File: config.mk
export PLATFORM = sky130hd
export DESIGN_NAME = adc_compute_regs
export DESIGN_NICKNAME = d
export VERILOG_FILES = /design/src/adc_compute_pkg.sv /design/src/adc_result_format.sv /design/src/adc_threshold_check.sv /design/src/adc_compute_regs.sv
export SDC_FILE = /design/constraint.sdc
export NUM_CORES = 1
export LEC_CHECK = 0
export ABC_AREA = 1
export ABC_CLOCK_PERIOD_IN_PS = 3250
export BUFFER_PORTS_ARGS = -buffer_cell sky130_fd_sc_hd__buf_2
export CAP_MARGIN = 5
export CORE_MARGIN = 2
export CORE_UTILIZATION = 56
export CTS_BUF_LIST = sky130_fd_sc_hd__clkbuf_8
export CTS_CLUSTER_DIAMETER = 80
export DETAILED_ROUTE_END_ITERATION = 16
export GPL_TIMING_DRIVEN = 0
export PLACE_DENSITY = 0.83
export REMOVE_ABC_BUFFERS = 1
export SYNTH_ARGS = -nofsm -noshare
export SYNTH_HDL_FRONTEND = slang
export SYNTH_SLANG_ARGS = --single-unit
File: constraint.sdc
create_clock -name clk -period 3.25 [get_ports clk]
set_clock_uncertainty 0.1 [all_clocks]
set_input_delay 0.65 -clock clk [delete_from_list [all_inputs] [get_ports clk]]
set_output_delay 0.65 -clock clk [all_outputs]
set_load 0.1 [all_outputs]
File: src/adc_compute_pkg.sv
// constants of the adc compute and threshold register block
// assumes apb byte lanes: each byte location takes one word, index*4
package adc_compute_pkg;
	localparam int IX_W = 14;
	// byte-location indices; byte address is index times four
	localparam logic [13:0] IX_LTH_L = 14'h1d0c;
	localparam logic [13:0] IX_LTH_H = 14'h1d0d;
	localparam logic [13:0] IX_UTH_L = 14'h1d0e;
	localparam logic [13:0] IX_UTH_H = 14'h1d0f;
	localparam logic [13:0] IX_ERR_L = 14'h1d10;
	localparam logic [13:0] IX_ERR_H = 14'h1d11;
	localparam logic [13:0] IX_STPT_L = 14'h1d12;
	localparam logic [13:0] IX_STPT_H = 14'h1d13;
	localparam logic [13:0] IX_FLT_L = 14'h1d14;
	localparam logic [13:0] IX_FLT_H = 14'h1d15;
	localparam logic [13:0] IX_ACC_L = 14'h1d16;
	localparam logic [13:0] IX_ACC_M = 14'h1d17;
	localparam logic [13:0] IX_ACC_U = 14'h1d18;
	localparam logic [13:0] IX_PREV_L = 14'h1d1b;
	localparam logic [13:0] IX_PREV_H = 14'h1d1c;
	localparam logic [13:0] IX_RES_L = 14'h1d1d;
	localparam logic [13:0] IX_RES_H = 14'h1d1e;
	localparam logic [13:0] IX_ACT = 14'h1d2c;
	localparam logic [13:0] IX_CTRL = 14'h1d40;
	localparam logic [13:0] IX_CFG = 14'h1d41;
	localparam logic [13:0] IX_STAT = 14'h1d42;
	localparam logic [13:0] IX_MASK = 14'h1d43;
	localparam logic [13:0] IX_TCFG = 14'h1d44;
	// field positions
	localparam int CTRL_GO = 0;
	localparam int CTRL_FM = 1;
	localparam int CTRL_PREV_SOURCE_SELECT = 2;
	localparam int CTRL_LOWER_THRESHOLD_FLAG = 4;
	localparam int CTRL_UPPER_THRESHOLD_FLAG = 5;
	localparam int CFG_MODE = 0;
	localparam int CFG_ERROR_MODE_A = 3;
	localparam int TCFG_TMD = 0;
	localparam int TCFG_SHIFT = 4;
	localparam int STAT_DONE = 0;
	localparam int STAT_THR = 1;
	localparam int ACC_W = 18;
	localparam int EVT_W = 2;
	// reset values
	localparam logic [15:0] RST_WORD = 16'h0000;
	localparam logic [17:0] RST_ACC = 18'h00000;
	localparam logic [5:0] RST_ACT = 6'h00;
	typedef enum logic [2:0] {
		MODE_BASIC = 3'b000, MODE_ACC = 3'b001, MODE_AVG = 3'b010,
		MODE_BURST = 3'b011, MODE_LPF = 3'b100
	} mode_e;
	typedef enum logic [1:0] {
		ERROR_MODE_A_RES_PREV = 2'b00, ERROR_MODE_A_RES_STPT = 2'b01,
		ERROR_MODE_A_FLT_PREV = 2'b10, ERROR_MODE_A_FLT_STPT = 2'b11
	} error_mode_a_e;
	typedef enum logic [2:0] {
		TMD_NEVER = 3'b000, TMD_BELOW = 3'b001, TMD_NOT_BELOW = 3'b010,
		TMD_OUTSIDE = 3'b011, TMD_INSIDE = 3'b100, TMD_NOT_ABOVE = 3'b101,
		TMD_ABOVE = 3'b110, TMD_ALWAYS = 3'b111
	} tmd_e;
endpackage

File: src/adc_result_format.sv
// sample formatting and filter output selection, purely combinational
// assumes accumulator and settings are held stable by the caller
`timescale 1ns/1ps
module adc_result_format #(
	parameter int SAMPLE_W = 10
) (
	input wire logic [SAMPLE_W-1:0] sampleRaw,
	input wire logic rightJust,
	input wire logic [2:0] mode,
	input wire logic [17:0] acc,
	input wire logic [2:0] shift,
	input wire logic [15:0] lpfIn,
	output logic [15:0] fmtSample,
	output logic [15:0] filterOut
);
	wire [17:0] accShifted;
	// left or right justified sample
	assign fmtSample = rightJust ? 16'(sampleRaw) : 16'(sampleRaw) << (16 - SAMPLE_W);
	// arithmetic shift keeps the sign of a negative accumulator
	assign accShifted = 18'($signed(acc) >>> shift);
	assign filterOut = (mode == adc_compute_pkg::MODE_LPF) ? lpfIn : accShifted[15:0];
endmodule // adc_result_format

File: src/adc_threshold_check.sv
// setpoint error against lower and upper thresholds, interrupt mode
// assumes cmpStb is a one-cycle pulse with err already settled
`timescale 1ns/1ps
module adc_threshold_check (
	input wire logic clk,
	input wire logic rst_b,
	input wire logic cmpStb,
	input wire logic [15:0] err,
	input wire logic [15:0] lowerTh,
	input wire logic [15:0] upperTh,
	input wire logic [2:0] intMode,
	output logic lowerFlag,
	output logic upperFlag,
	output logic thrEvent
);
	logic lowerFlag_r, upperFlag_r, thrEvent_r;
	logic hit;
	wire below = $signed(err) < $signed(lowerTh);
	wire above = $signed(err) > $signed(upperTh);
	always_comb begin
		case (intMode)
			adc_compute_pkg::TMD_NEVER: hit = 1'b0;
			adc_compute_pkg::TMD_BELOW: hit = below;
			adc_compute_pkg::TMD_NOT_BELOW: hit = ~below;
			adc_compute_pkg::TMD_OUTSIDE: hit = below | above;
			adc_compute_pkg::TMD_INSIDE: hit = ~below & ~above;
			adc_compute_pkg::TMD_NOT_ABOVE: hit = ~above;
			adc_compute_pkg::TMD_ABOVE: hit = above;
			default: hit = 1'b1;
		endcase
	end
	// flags only move on a compare
	always_ff @(posedge clk or negedge rst_b) begin
		if (!rst_b) begin
			lowerFlag_r <= 1'b0;
			upperFlag_r <= 1'b0;
			thrEvent_r <= 1'b0;
		end else begin
			if (cmpStb) begin
				lowerFlag_r <= below;
				upperFlag_r <= above;
			end
			thrEvent_r <= cmpStb & hit;
		end
	end
	assign lowerFlag = lowerFlag_r;
	assign upperFlag = upperFlag_r;
	assign thrEvent = thrEvent_r;
endmodule // adc_threshold_check

File: src/adc_compute_regs.sv
// adc computation and threshold registers behind an apb slave
// assumes convStart/convDone are one-cycle pulses synchronous to clk
//
// The APB interface to the registers was left to the implementer.
`timescale 1ns/1ps
// Summary of operation
// - with source select 1, previous result takes filter output at start.
// - with source select 0, previous result takes the last stored result at start.
// - accumulator is 18-bit signed; bits 23:18 read as sign copies.
// - accumulator writes only land while go is 0.
// - setpoint is 16-bit signed read/write, reset zero, used by error.
// - setpoint error computed per error mode, read-only.
// - error compared with thresholds sets lower and upper flags.
// - threshold interrupt raised only as the interrupt mode selects.
// - lower and upper thresholds are 16-bit signed, reset zero.
// - 6-bit trigger selector, reset zero, bits 7:6 read zero.
// - every multibyte register has separate high and low byte locations.
// - filter output is shifted accumulator, or low-pass output in lpf mode.
module adc_compute_regs #(
	parameter int SAMPLE_W = 10
) (
	input wire logic clk,
	input wire logic rst_b,
	input wire logic psel,
	input wire logic penable,
	input wire logic pwrite,
	input wire logic [15:0] paddr,
	input wire logic [31:0] pwdata,
	input wire logic [3:0] pstrb,
	output logic [31:0] prdata,
	output logic pready,
	output logic pslverr,
	input wire logic convStart,
	input wire logic convDone,
	input wire logic [SAMPLE_W-1:0] sampleRaw,
	input wire logic [15:0] lpfIn,
	output logic convGo,
	output logic [5:0] triggerSelect,
	output logic irq
);
	logic pready_r, pslverr_r, irq_r;
	logic [31:0] prdata_r;
	logic [15:0] lth_r, uth_r, stpt_r, err_r, prev_r, sample_r;
	logic [17:0] acc_r;
	logic [5:0] act_r;
	logic go_r, fm_r, prev_source_select_r, calcStb_r, cmpStb_r;
	logic [2:0] mode_r, tmd_r, shift_r;
	logic [1:0] error_mode_a_r;
	logic [1:0] stat_r, mask_r;
	logic [7:0] rdByte, ctrlRd;
	logic mapped;
	logic [15:0] fmtSample, filterOut;
	logic lowerFlag, upperFlag, thrEvent;

	// apb phases; a write or read-clear acts only at the completion edge
	wire access = psel & penable;
	wire done = access & pready_r;
	wire [13:0] idx = paddr[15:2];
	wire wrEn = done & pwrite & pstrb[0];
	wire rdEn = done & ~pwrite;
	wire [7:0] wb = pwdata[7:0];

	// write decode, one strobe per byte location
	wire wLthL = wrEn & (idx == adc_compute_pkg::IX_LTH_L);
	wire wLthH = wrEn & (idx == adc_compute_pkg::IX_LTH_H);
	wire wUthL = wrEn & (idx == adc_compute_pkg::IX_UTH_L);
	wire wUthH = wrEn & (idx == adc_compute_pkg::IX_UTH_H);
	wire wStptL = wrEn & (idx == adc_compute_pkg::IX_STPT_L);
	wire wStptH = wrEn & (idx == adc_compute_pkg::IX_STPT_H);
	wire wAct = wrEn & (idx == adc_compute_pkg::IX_ACT);
	wire wCtrl = wrEn & (idx == adc_compute_pkg::IX_CTRL);
	wire wCfg = wrEn & (idx == adc_compute_pkg::IX_CFG);
	wire wMask = wrEn & (idx == adc_compute_pkg::IX_MASK);
	wire wTcfg = wrEn & (idx == adc_compute_pkg::IX_TCFG);
	wire rStat = rdEn & (idx == adc_compute_pkg::IX_STAT);
	// accumulator locked while a conversion runs
	wire accOpen = wrEn & ~go_r;
	wire wAccL = accOpen & (idx == adc_compute_pkg::IX_ACC_L);
	wire wAccM = accOpen & (idx == adc_compute_pkg::IX_ACC_M);
	wire wAccU = accOpen & (idx == adc_compute_pkg::IX_ACC_U);

	wire [15:0] lthNxt = wLthL ? {lth_r[15:8], wb} : wLthH ? {wb, lth_r[7:0]} : lth_r;
	wire [15:0] uthNxt = wUthL ? {uth_r[15:8], wb} : wUthH ? {wb, uth_r[7:0]} : uth_r;
	wire [15:0] stptNxt = wStptL ? {stpt_r[15:8], wb} : wStptH ? {wb, stpt_r[7:0]} : stpt_r;

	// a written byte replaces the running sum
	wire accMode = (mode_r == adc_compute_pkg::MODE_ACC) | (mode_r == adc_compute_pkg::MODE_AVG)
		| (mode_r == adc_compute_pkg::MODE_BURST);
	wire [17:0] accSum = acc_r + 18'(sampleRaw);
	wire [17:0] accNxt = wAccL ? {acc_r[17:8], wb}
		: wAccM ? {acc_r[17:16], wb, acc_r[7:0]}
		: wAccU ? {wb[1:0], acc_r[15:0]}
		: (convDone & accMode) ? accSum : acc_r;
	wire [23:0] accRd = {{6{acc_r[17]}}, acc_r};

	// go: software write beats the hardware clear at conversion end
	wire goNxt = wCtrl ? wb[adc_compute_pkg::CTRL_GO] : (convDone ? 1'b0 : go_r);

	wire [15:0] errNxt = (error_mode_a_r == adc_compute_pkg::ERROR_MODE_A_RES_PREV) ? sample_r - prev_r
		: (error_mode_a_r == adc_compute_pkg::ERROR_MODE_A_RES_STPT) ? sample_r - stpt_r
		: (error_mode_a_r == adc_compute_pkg::ERROR_MODE_A_FLT_PREV) ? filterOut - prev_r
		: filterOut - stpt_r;

	// sticky events: a new event in the read cycle survives the clear
	wire [1:0] evt = {thrEvent, convDone};
	wire [1:0] statNxt = (stat_r & ~{adc_compute_pkg::EVT_W{rStat}}) | evt;
	wire [1:0] maskNxt = wMask ? wb[1:0] : mask_r;

	adc_result_format #(
		.SAMPLE_W(SAMPLE_W)
	) u_fmt (
		.sampleRaw(sampleRaw),
		.rightJust(fm_r),
		.mode(mode_r),
		.acc(acc_r),
		.shift(shift_r),
		.lpfIn(lpfIn),
		.fmtSample(fmtSample),
		.filterOut(filterOut)
	);

	adc_threshold_check u_thr (
		.clk(clk),
		.rst_b(rst_b),
		.cmpStb(cmpStb_r),
		.err(err_r),
		.lowerTh(lth_r),
		.upperTh(uth_r),
		.intMode(tmd_r),
		.lowerFlag(lowerFlag),
		.upperFlag(upperFlag),
		.thrEvent(thrEvent)
	);

	// control byte readback with compare flags
	always_comb begin
		ctrlRd = 8'h00;
		ctrlRd[adc_compute_pkg::CTRL_GO] = go_r;
		ctrlRd[adc_compute_pkg::CTRL_FM] = fm_r;
		ctrlRd[adc_compute_pkg::CTRL_PREV_SOURCE_SELECT] = prev_source_select_r;
		ctrlRd[adc_compute_pkg::CTRL_LOWER_THRESHOLD_FLAG] = lowerFlag;
		ctrlRd[adc_compute_pkg::CTRL_UPPER_THRESHOLD_FLAG] = upperFlag;
	end

	// read mux; unmapped locations answer with an error
	always_comb begin
		rdByte = 8'h00;
		mapped = 1'b1;
		case (idx)
			adc_compute_pkg::IX_LTH_L: rdByte = lth_r[7:0];
			adc_compute_pkg::IX_LTH_H: rdByte = lth_r[15:8];
			adc_compute_pkg::IX_UTH_L: rdByte = uth_r[7:0];
			adc_compute_pkg::IX_UTH_H: rdByte = uth_r[15:8];
			adc_compute_pkg::IX_ERR_L: rdByte = err_r[7:0];
			adc_compute_pkg::IX_ERR_H: rdByte = err_r[15:8];
			adc_compute_pkg::IX_STPT_L: rdByte = stpt_r[7:0];
			adc_compute_pkg::IX_STPT_H: rdByte = stpt_r[15:8];
			adc_compute_pkg::IX_FLT_L: rdByte = filterOut[7:0];
			adc_compute_pkg::IX_FLT_H: rdByte = filterOut[15:8];
			adc_compute_pkg::IX_ACC_L: rdByte = accRd[7:0];
			adc_compute_pkg::IX_ACC_M: rdByte = accRd[15:8];
			adc_compute_pkg::IX_ACC_U: rdByte = accRd[23:16];
			adc_compute_pkg::IX_PREV_L: rdByte = prev_r[7:0];
			adc_compute_pkg::IX_PREV_H: rdByte = prev_r[15:8];
			adc_compute_pkg::IX_RES_L: rdByte = sample_r[7:0];
			adc_compute_pkg::IX_RES_H: rdByte = sample_r[15:8];
			adc_compute_pkg::IX_ACT: rdByte = {2'b00, act_r};
			adc_compute_pkg::IX_CTRL: rdByte = ctrlRd;
			adc_compute_pkg::IX_CFG: rdByte = {3'b000, error_mode_a_r, mode_r};
			adc_compute_pkg::IX_STAT: rdByte = {6'h00, stat_r};
			adc_compute_pkg::IX_MASK: rdByte = {6'h00, mask_r};
			adc_compute_pkg::IX_TCFG: rdByte = {1'b0, shift_r, 1'b0, tmd_r};
			default: mapped = 1'b0;
		endcase
	end

	// apb slave: one wait cycle, data captured on the edge that raises pready
	always_ff @(posedge clk or negedge rst_b) begin
		if (!rst_b) begin
			pready_r <= 1'b0;
			pslverr_r <= 1'b0;
			prdata_r <= 32'h00000000;
		end else begin
			pready_r <= access & ~pready_r;
			pslverr_r <= access & ~pready_r & ~mapped;
			if (access & ~pready_r)
				prdata_r <= {24'h000000, rdByte};
		end
	end

	always_ff @(posedge clk or negedge rst_b) begin
		if (!rst_b) begin
			lth_r <= adc_compute_pkg::RST_WORD;
			uth_r <= adc_compute_pkg::RST_WORD;
			stpt_r <= adc_compute_pkg::RST_WORD;
			acc_r <= adc_compute_pkg::RST_ACC;
		end else begin
			lth_r <= lthNxt;
			uth_r <= uthNxt;
			stpt_r <= stptNxt;
			acc_r <= accNxt;
		end
	end

	always_ff @(posedge clk or negedge rst_b) begin
		if (!rst_b) begin
			act_r <= adc_compute_pkg::RST_ACT;
			go_r <= 1'b0;
			fm_r <= 1'b0;
			prev_source_select_r <= 1'b0;
			mode_r <= adc_compute_pkg::MODE_BASIC;
			error_mode_a_r <= adc_compute_pkg::ERROR_MODE_A_RES_PREV;
			tmd_r <= adc_compute_pkg::TMD_NEVER;
			shift_r <= 3'h0;
		end else begin
			go_r <= goNxt;
			if (wAct)
				act_r <= wb[5:0];
			if (wCtrl) begin
				fm_r <= wb[adc_compute_pkg::CTRL_FM];
				prev_source_select_r <= wb[adc_compute_pkg::CTRL_PREV_SOURCE_SELECT];
			end
			if (wCfg) begin
				mode_r <= wb[adc_compute_pkg::CFG_MODE +: 3];
				error_mode_a_r <= wb[adc_compute_pkg::CFG_ERROR_MODE_A +: 2];
			end
			if (wTcfg) begin
				tmd_r <= wb[adc_compute_pkg::TCFG_TMD +: 3];
				shift_r <= wb[adc_compute_pkg::TCFG_SHIFT +: 3];
			end
		end
	end

	// previous result at start; result, then error, then compare
	always_ff @(posedge clk or negedge rst_b) begin
		if (!rst_b) begin
			prev_r <= adc_compute_pkg::RST_WORD;
			sample_r <= adc_compute_pkg::RST_WORD;
			err_r <= adc_compute_pkg::RST_WORD;
			calcStb_r <= 1'b0;
			cmpStb_r <= 1'b0;
		end else begin
			if (convStart)
				prev_r <= prev_source_select_r ? filterOut : sample_r;
			if (convDone)
				sample_r <= fmtSample;
			if (calcStb_r)
				err_r <= errNxt;
			calcStb_r <= convDone;
			cmpStb_r <= calcStb_r;
		end
	end

	// status, mask and interrupt line
	always_ff @(posedge clk or negedge rst_b) begin
		if (!rst_b) begin
			stat_r <= 2'b00;
			mask_r <= 2'b00;
			irq_r <= 1'b0;
		end else begin
			stat_r <= statNxt;
			mask_r <= maskNxt;
			irq_r <= |(statNxt & maskNxt);
		end
	end

	assign prdata = prdata_r;
	assign pready = pready_r;
	assign pslverr = pslverr_r;
	assign convGo = go_r;
	assign triggerSelect = act_r;
	assign irq = irq_r;
endmodule // adc_compute_regs

==> After elaboration in Yosys (flattened, before gate mapping) <==
Index checks and enable logic that the tools add are counted.
{ "classes": {"add_sub_neg": 5, "order_cmp": 2, "n_eq_ne": 38, "shifts": 1, "muxes": 19, "bitwise": 44, "n_reduce_logical": 14} }
{ "ops": {"columns": ["operator", "count"], "rows": [
  ["$eq 14x13->1 const B", 23],
  ["$pmux 8 s23", 1],
  ["$mux 16", 7],
  ["$sub 16x16->16", 4],
  ["$mux 18", 2],
  ["$mux 8", 4],
  ["$and 1x1->1", 26],
  ["$reduce_or 23->1", 1],
  ["$add 18x10->18", 1],
  ["$sshr 18x3->16", 1],
  ["$gt 16x16->1", 1],
  ["$lt 16x16->1", 1],
  ["$eq 3x2->1 const B", 4],
  ["$eq 3x3->1 const B", 4],
  ["$not 1->1", 11],
  ["$reduce_and 3->1", 3],
  ["$reduce_bool 2->1", 4],
  ["$pmux 1 s7", 1],
  ["$eq 3x1->1 const B", 2],
  ["$ne 2x2->1 const B", 3],
  ["$reduce_and 2->1", 3],
  ["$and 2x2->2", 2],
  ["$logic_not 3->1", 1],
  ["$mux 1", 3],
  ["other kinds (8)", 10]
]} }
{ "word_totals": {"register_bits": 154, "inputBits": 85, "output_inout_bits": 42, "wordCells": 154} }

==> Logic depth before layout (Yosys ltp) <==
{ "logic_depth": {"depth_word": 9, "mapped_depth": 23, "ltp_nobuf": 23} }

==> By module <==
Synthesis repeated with hierarchy kept, for this count alone.
{ "hier_totals": {"cells_unflattened": 2124, "area_unflattened_um2": 13604.3} }
{ "by_module_without_submodules": {"columns": ["mod", "instances", "cells_per_inst", "area_per_inst_um2", "seq_area_each_um2"], "rows": [
  ["adc_compute_regs", 1, 1741, 11537.3, 3778.6],
  ["adc_threshold_check", 1, 174, 1056.0, 75.1],
  ["adc_result_format", 1, 209, 1011.0, 0.0]
]} }

==> Least setup slack after synthesis <==
Ideal clock, no wire load.
{ "synth_path": {"path_type": "flip-flop to flip-flop", "from": "reg mode_r[1]", "to": "reg err_r[12]", "setup_time_ns": 0.117, "arrival_time_ns": 2.803, "required_ns": 3.033, "path_slack_ns": 0.230, "path_stages_with_launch": 24, "n_path_buf": 1, "period_less_slack_ns": 3.020, "cell_sequence": "dfrtp_1 nor2_1 inv_1 nor2_1 inv_2 clkbuf_1 nand3_1 nand2_1 ha_1 fa_1 inv_1 nand2_1 nand2_1 nand2_1 nand2_1 a21oi_1 o21ai_0 nand2_1 nand2_1 nand2_1 nand3_1 nand2_1 nor2_1 nor2_1"} }
{ "synth_between": {"elab_chain_cells": 6, "word_cells_on_any_way": 7, "classes_between": "add/sub (2); eq/ne (1); mux (4)"} }
{ "synth_lines": {"columns": ["element", "line", "rtl"], "rows": [
  ["from (decl)", "adc_compute_regs.sv:47", "logic [2:0] mode_r, tmd_r, shift_r;"],
  ["from (signal assigned)", "adc_compute_regs.sv:211", "mode_r <= adc_compute_pkg::MODE_BASIC;"],
  ["from (signal assigned)", "adc_compute_regs.sv:224", "mode_r <= wb[adc_compute_pkg::CFG_MODE +: 3];"],
  ["$eq 3x3->1 *", "adc_result_format.sv:21", "assign filterOut = (mode == adc_compute_pkg::MODE_LPF) ? lpfIn : accShifted[15:0];"],
  ["$mux 16 *", "adc_result_format.sv:21", null],
  ["$sub 16x16->16, on equally long branches", "adc_compute_regs.sv:102, adc_compute_regs.sv:101", null],
  ["$mux 16 *", "adc_compute_regs.sv:101", ": (error_mode_a_r == adc_compute_pkg::ERROR_MODE_A_FLT_PREV) ? filterOut - prev_r"],
  ["$mux 16 *", "adc_compute_regs.sv:100", ": (error_mode_a_r == adc_compute_pkg::ERROR_MODE_A_RES_STPT) ? sample_r - stpt_r"],
  ["$mux 16 *", "adc_compute_regs.sv:99", "wire [15:0] errNxt = (error_mode_a_r == adc_compute_pkg::ERROR_MODE_A_RES_PREV) ? sample_r - prev_r"],
  ["to (signal assigned)", "adc_compute_regs.sv:239", "err_r <= adc_compute_pkg::RST_WORD;"],
  ["to (signal assigned)", "adc_compute_regs.sv:248", "err_r <= errNxt;"],
  ["to (decl)", "adc_compute_regs.sv:43", "logic [15:0] lth_r, uth_r, stpt_r, err_r, prev_r, sample_r;"]
]} }
Every way passes the cells marked *; elsewhere a longest branch is shown, timed or not.
A chain may end at the register's enable or synchronous reset.

==> Worst setup path after layout <==
{ "layout_path": {"from": "reg shift_r[0]", "to": "reg err_r[15]"} }
{ "layout_between": {"elab_chain_cells": 6, "word_cells_on_any_way": 7, "classes_between": "add/sub (2); shift (1); mux (4)"} }
{ "layout_lines": {"columns": ["element", "line", "rtl"], "rows": [
  ["from (decl)", "adc_compute_regs.sv:47", null],
  ["from (signal assigned)", "adc_compute_regs.sv:229", "shift_r <= wb[adc_compute_pkg::TCFG_SHIFT +: 3];"],
  ["$sshr 18x3->16 *", "adc_result_format.sv:20", "assign accShifted = 18'($signed(acc) >>> shift);"],
  ["$mux 16 *", "adc_result_format.sv:21", null],
  ["$sub 16x16->16, on equally long branches", "adc_compute_regs.sv:102, adc_compute_regs.sv:101", null],
  ["$mux 16 *", "adc_compute_regs.sv:101", null],
  ["$mux 16 *", "adc_compute_regs.sv:100", null],
  ["$mux 16 *", "adc_compute_regs.sv:99", null]
]} }
Marks and branches as above.

==> results.tsv <==
metric	value	unit
initial DRC count	1564	
Root Driver	clkbuf_8	
#FFs+latches synth	154	
all-layer global routing usage	40.1	%
FILL cells	2090	
Die W	155	um
RSZ-0062 raised after global routing	true	
FP Rows	55	
Peak Freq	313	MHz
worst skew pair latency	480	ps
TritonRoute pass-1 iters	5	
Worst-path clk slew	100	ps
minimum clock period	3200	ps
Worst Hold Class	input port to asynchronous set/reset pin	
setup_tns	0	ps
Top FF cell, synth	dfrtp_1	
average wire per standard cell	21.1	um
worst vdd ir	238	uV
Ports	127	
share of the synthesized area in the top cell type	30.1	%
Post-Layout Inst Area	0.0144	mm^2
GP Congestion	1.02	
Power Density	345	mW/mm^2
layout net count	2162	
Post-route DRC	0	
die area	0.0241	mm^2
Max Buffers Root-to-Sink	2	
Worst-Margin Slew	1190	ps
H-tree levels	4	
Ys Warns	0	
clk sinks	154	
Final Cycle Share	98.4	%
Synth-to-Final Area Change	12.2	%
mapped cell area	0.0128	mm^2
Rel. slew slack	20.8	%
first-pass GRT wire length	72.4	mm
share of layout cells above drive strength 1	13.5	%
R2R depth	18	
EDFF count, synth	0	
status	completed	
Die Y	155	um
placed cells	2226	
number of global-route vias before repair	12500	
most frequent cells after synthesis	nand2_1, inv_1, o21ai_0	
Lkg Pwr	7.02	nW
pre-CTS WS	-825	ps
Port Buffers	73	
Mapped Cells	1916	
Initial Util	56.8	%
Final Max Slew Viols	0	
wirelength, routed	48.2	mm
largest net degree at the start of global routing	81	
reg-to-reg critical path startpoint	shift_r[0]	
Worst EP required	3540	ps
CORE AREA	0.0225	mm^2
global route total overflow	0	
Arrival @ worst endpoint	3490	ps
area of the multi-input gates	0.00819	mm^2
synthesized area per cell	6.68	um^2
r2r setup slk	50	ps
DR vias	13700	
Power Total	0.00495	W
reg2reg end	err_r[15]	
Post-Place Cell Area	0.0132	mm^2
largest cells by area after synthesis	dfrtp_1, nand2_1, o21ai_0, ha_1, inv_1	
worst setup margin	53.4	ps
final setup violation count	0	
max-cap viol count	0	
register area share after synthesis	30.1	%
Fin. Hold Viols	0	
CP max FO	6	
initial antenna violation count	1	
Async S/R FF share, synth	100	%
TritonCTS clock tree	yes	
Critical Path Start Type	register	
largest area contributor in the netlist	dfrtp_1	
critical path type	register to register	
most frequent cell after synthesis	nand2_1	
Worst Setup End Kind	register	
HPWL reported at the end of detailed placement	37.4	mm
register area	0.00386	mm^2
Synth cell types	55	
drt via density	6.00	
Finished Layout Cells	2286	
ANT nets after route	0	
TritonCTS buffer count	17	
through the flow:
stage / hold slack, ps / utilization [%]
3_5_place_dp: 364 / 58.9
4_1_cts: 119 / 61.9
6_report: 102 / 63.8
3_3_place_gp: 363 / 58.7
2_1_floorplan: 254 / -
5_1_grt: 158 / 63.8
metal layers:
metal / wire length [um] / global-route usage [%] / vias to the layer above
met2: 21600 / 63.4 / 731
met3: 4230 / 5.46 / 115
met5: 0 / 0 / -
li1: - / - / 6443
met4: 2240 / 17.2 / 0
met1: 20100 / 55.3 / 6428
registers in the layout, indices dropped and copies added, names as in the netlist, 2 cells and up:
signal          cells
mode_r              3
stpt_r             16
shift_r             3
error_mode_a_r      2
lth_r              16
err_r              16
mask_r              2
triggerSelect       6
tmd_r               3
prdata              8
uth_r              16
prev_r             16
sample_r           16
acc_r              18
stat_r              2
power breakdown:
part | internal [W] | switching (W)
Sequential | 0.00200 | 0.000144
Combinational | 0.000400 | 0.000866
Clock | 0.000708 | 0.000834
worst max-delay path by stage:
stage / start / endpoint / cells after the start
after floorplan: shift_r[0] / err_r[12] / 22
after global placement: rst_b / acc_r[10] / 1
after detailed placement: shift_r[0] / err_r[12] / 21
after CTS: shift_r[0] / err_r[12] / 23
after global routing: shift_r[0] / err_r[15] / 18
final: shift_r[0] / err_r[15] / 18
kinds of logic after synthesis:
| family | share of synthesized area, % |
|---|---|
| flops | 30.1 |
| other cells | 0.0293 |
| simple gates | 30.4 |
| compound gates | 18.8 |
| xor+xnor | 1.37 |
| mux | 0.0783 |
| buf+inv | 10.2 |
| fa+ha+maj | 9.04 |
area by class of cell:
type / instances / area share [%]
Antenna cell: 1 / 0.0174
Clock inverter: 14 / 1.03
Timing Repair Buffer: 101 / 4.31
Multi-Input combinational cell: 1470 / 57.1
Clock buffer: 18 / 1.73
Sequential cell: 154 / 26.9
Inverter: 243 / 6.48
Tap cell: 285 / 2.48
what timing repair did:
action                     in CTS  in global routing
setup endpoints to repair      17                 10
gates resized for setup        57                 83
pin swaps                       7                 35
buffers inserted               10                 17
hold buffers                    0                  0
worst max-delay path, stage by stage (launching register included):
cell      delay, ps
dfrtp_4         520
buf_12          150
buf_4           150
o21ai_4         180
o21ai_2         100
o211ai_1        350
and2_4          260
ha_4            220
nand2_2          80
nor2_1           70
nor2_2          130
nand2_2         100
nand2_1          80
nand4_1         110
inv_1            80
nand2_1          60
nand3_1         130
nand3_1         100
a21oi_1         150
layout by cell type (no fill, tap or decap), types with 12 or more instances in the layout:
| cell | n |
|---|---|
| o211ai_1 | 13 |
| nand2_1 | 525 |
| dfrtp_1 | 151 |
| buf_4 | 25 |
| nand3_1 | 108 |
| o22ai_1 | 21 |
| clkbuf_8 | 18 |
| inv_2 | 15 |
| conb_1 | 24 |
| inv_1 | 224 |
| nand2_2 | 20 |
| o21ai_0 | 204 |
| xor2_1 | 13 |
| a21oi_1 | 102 |
| nor2_1 | 129 |
| nor3_1 | 28 |
| o21ai_1 | 20 |
| ha_1 | 74 |
| nand4_1 | 21 |
| ha_4 | 12 |
| buf_2 | 72 |
Note: power is estimated with default switching activity, not from simulation.
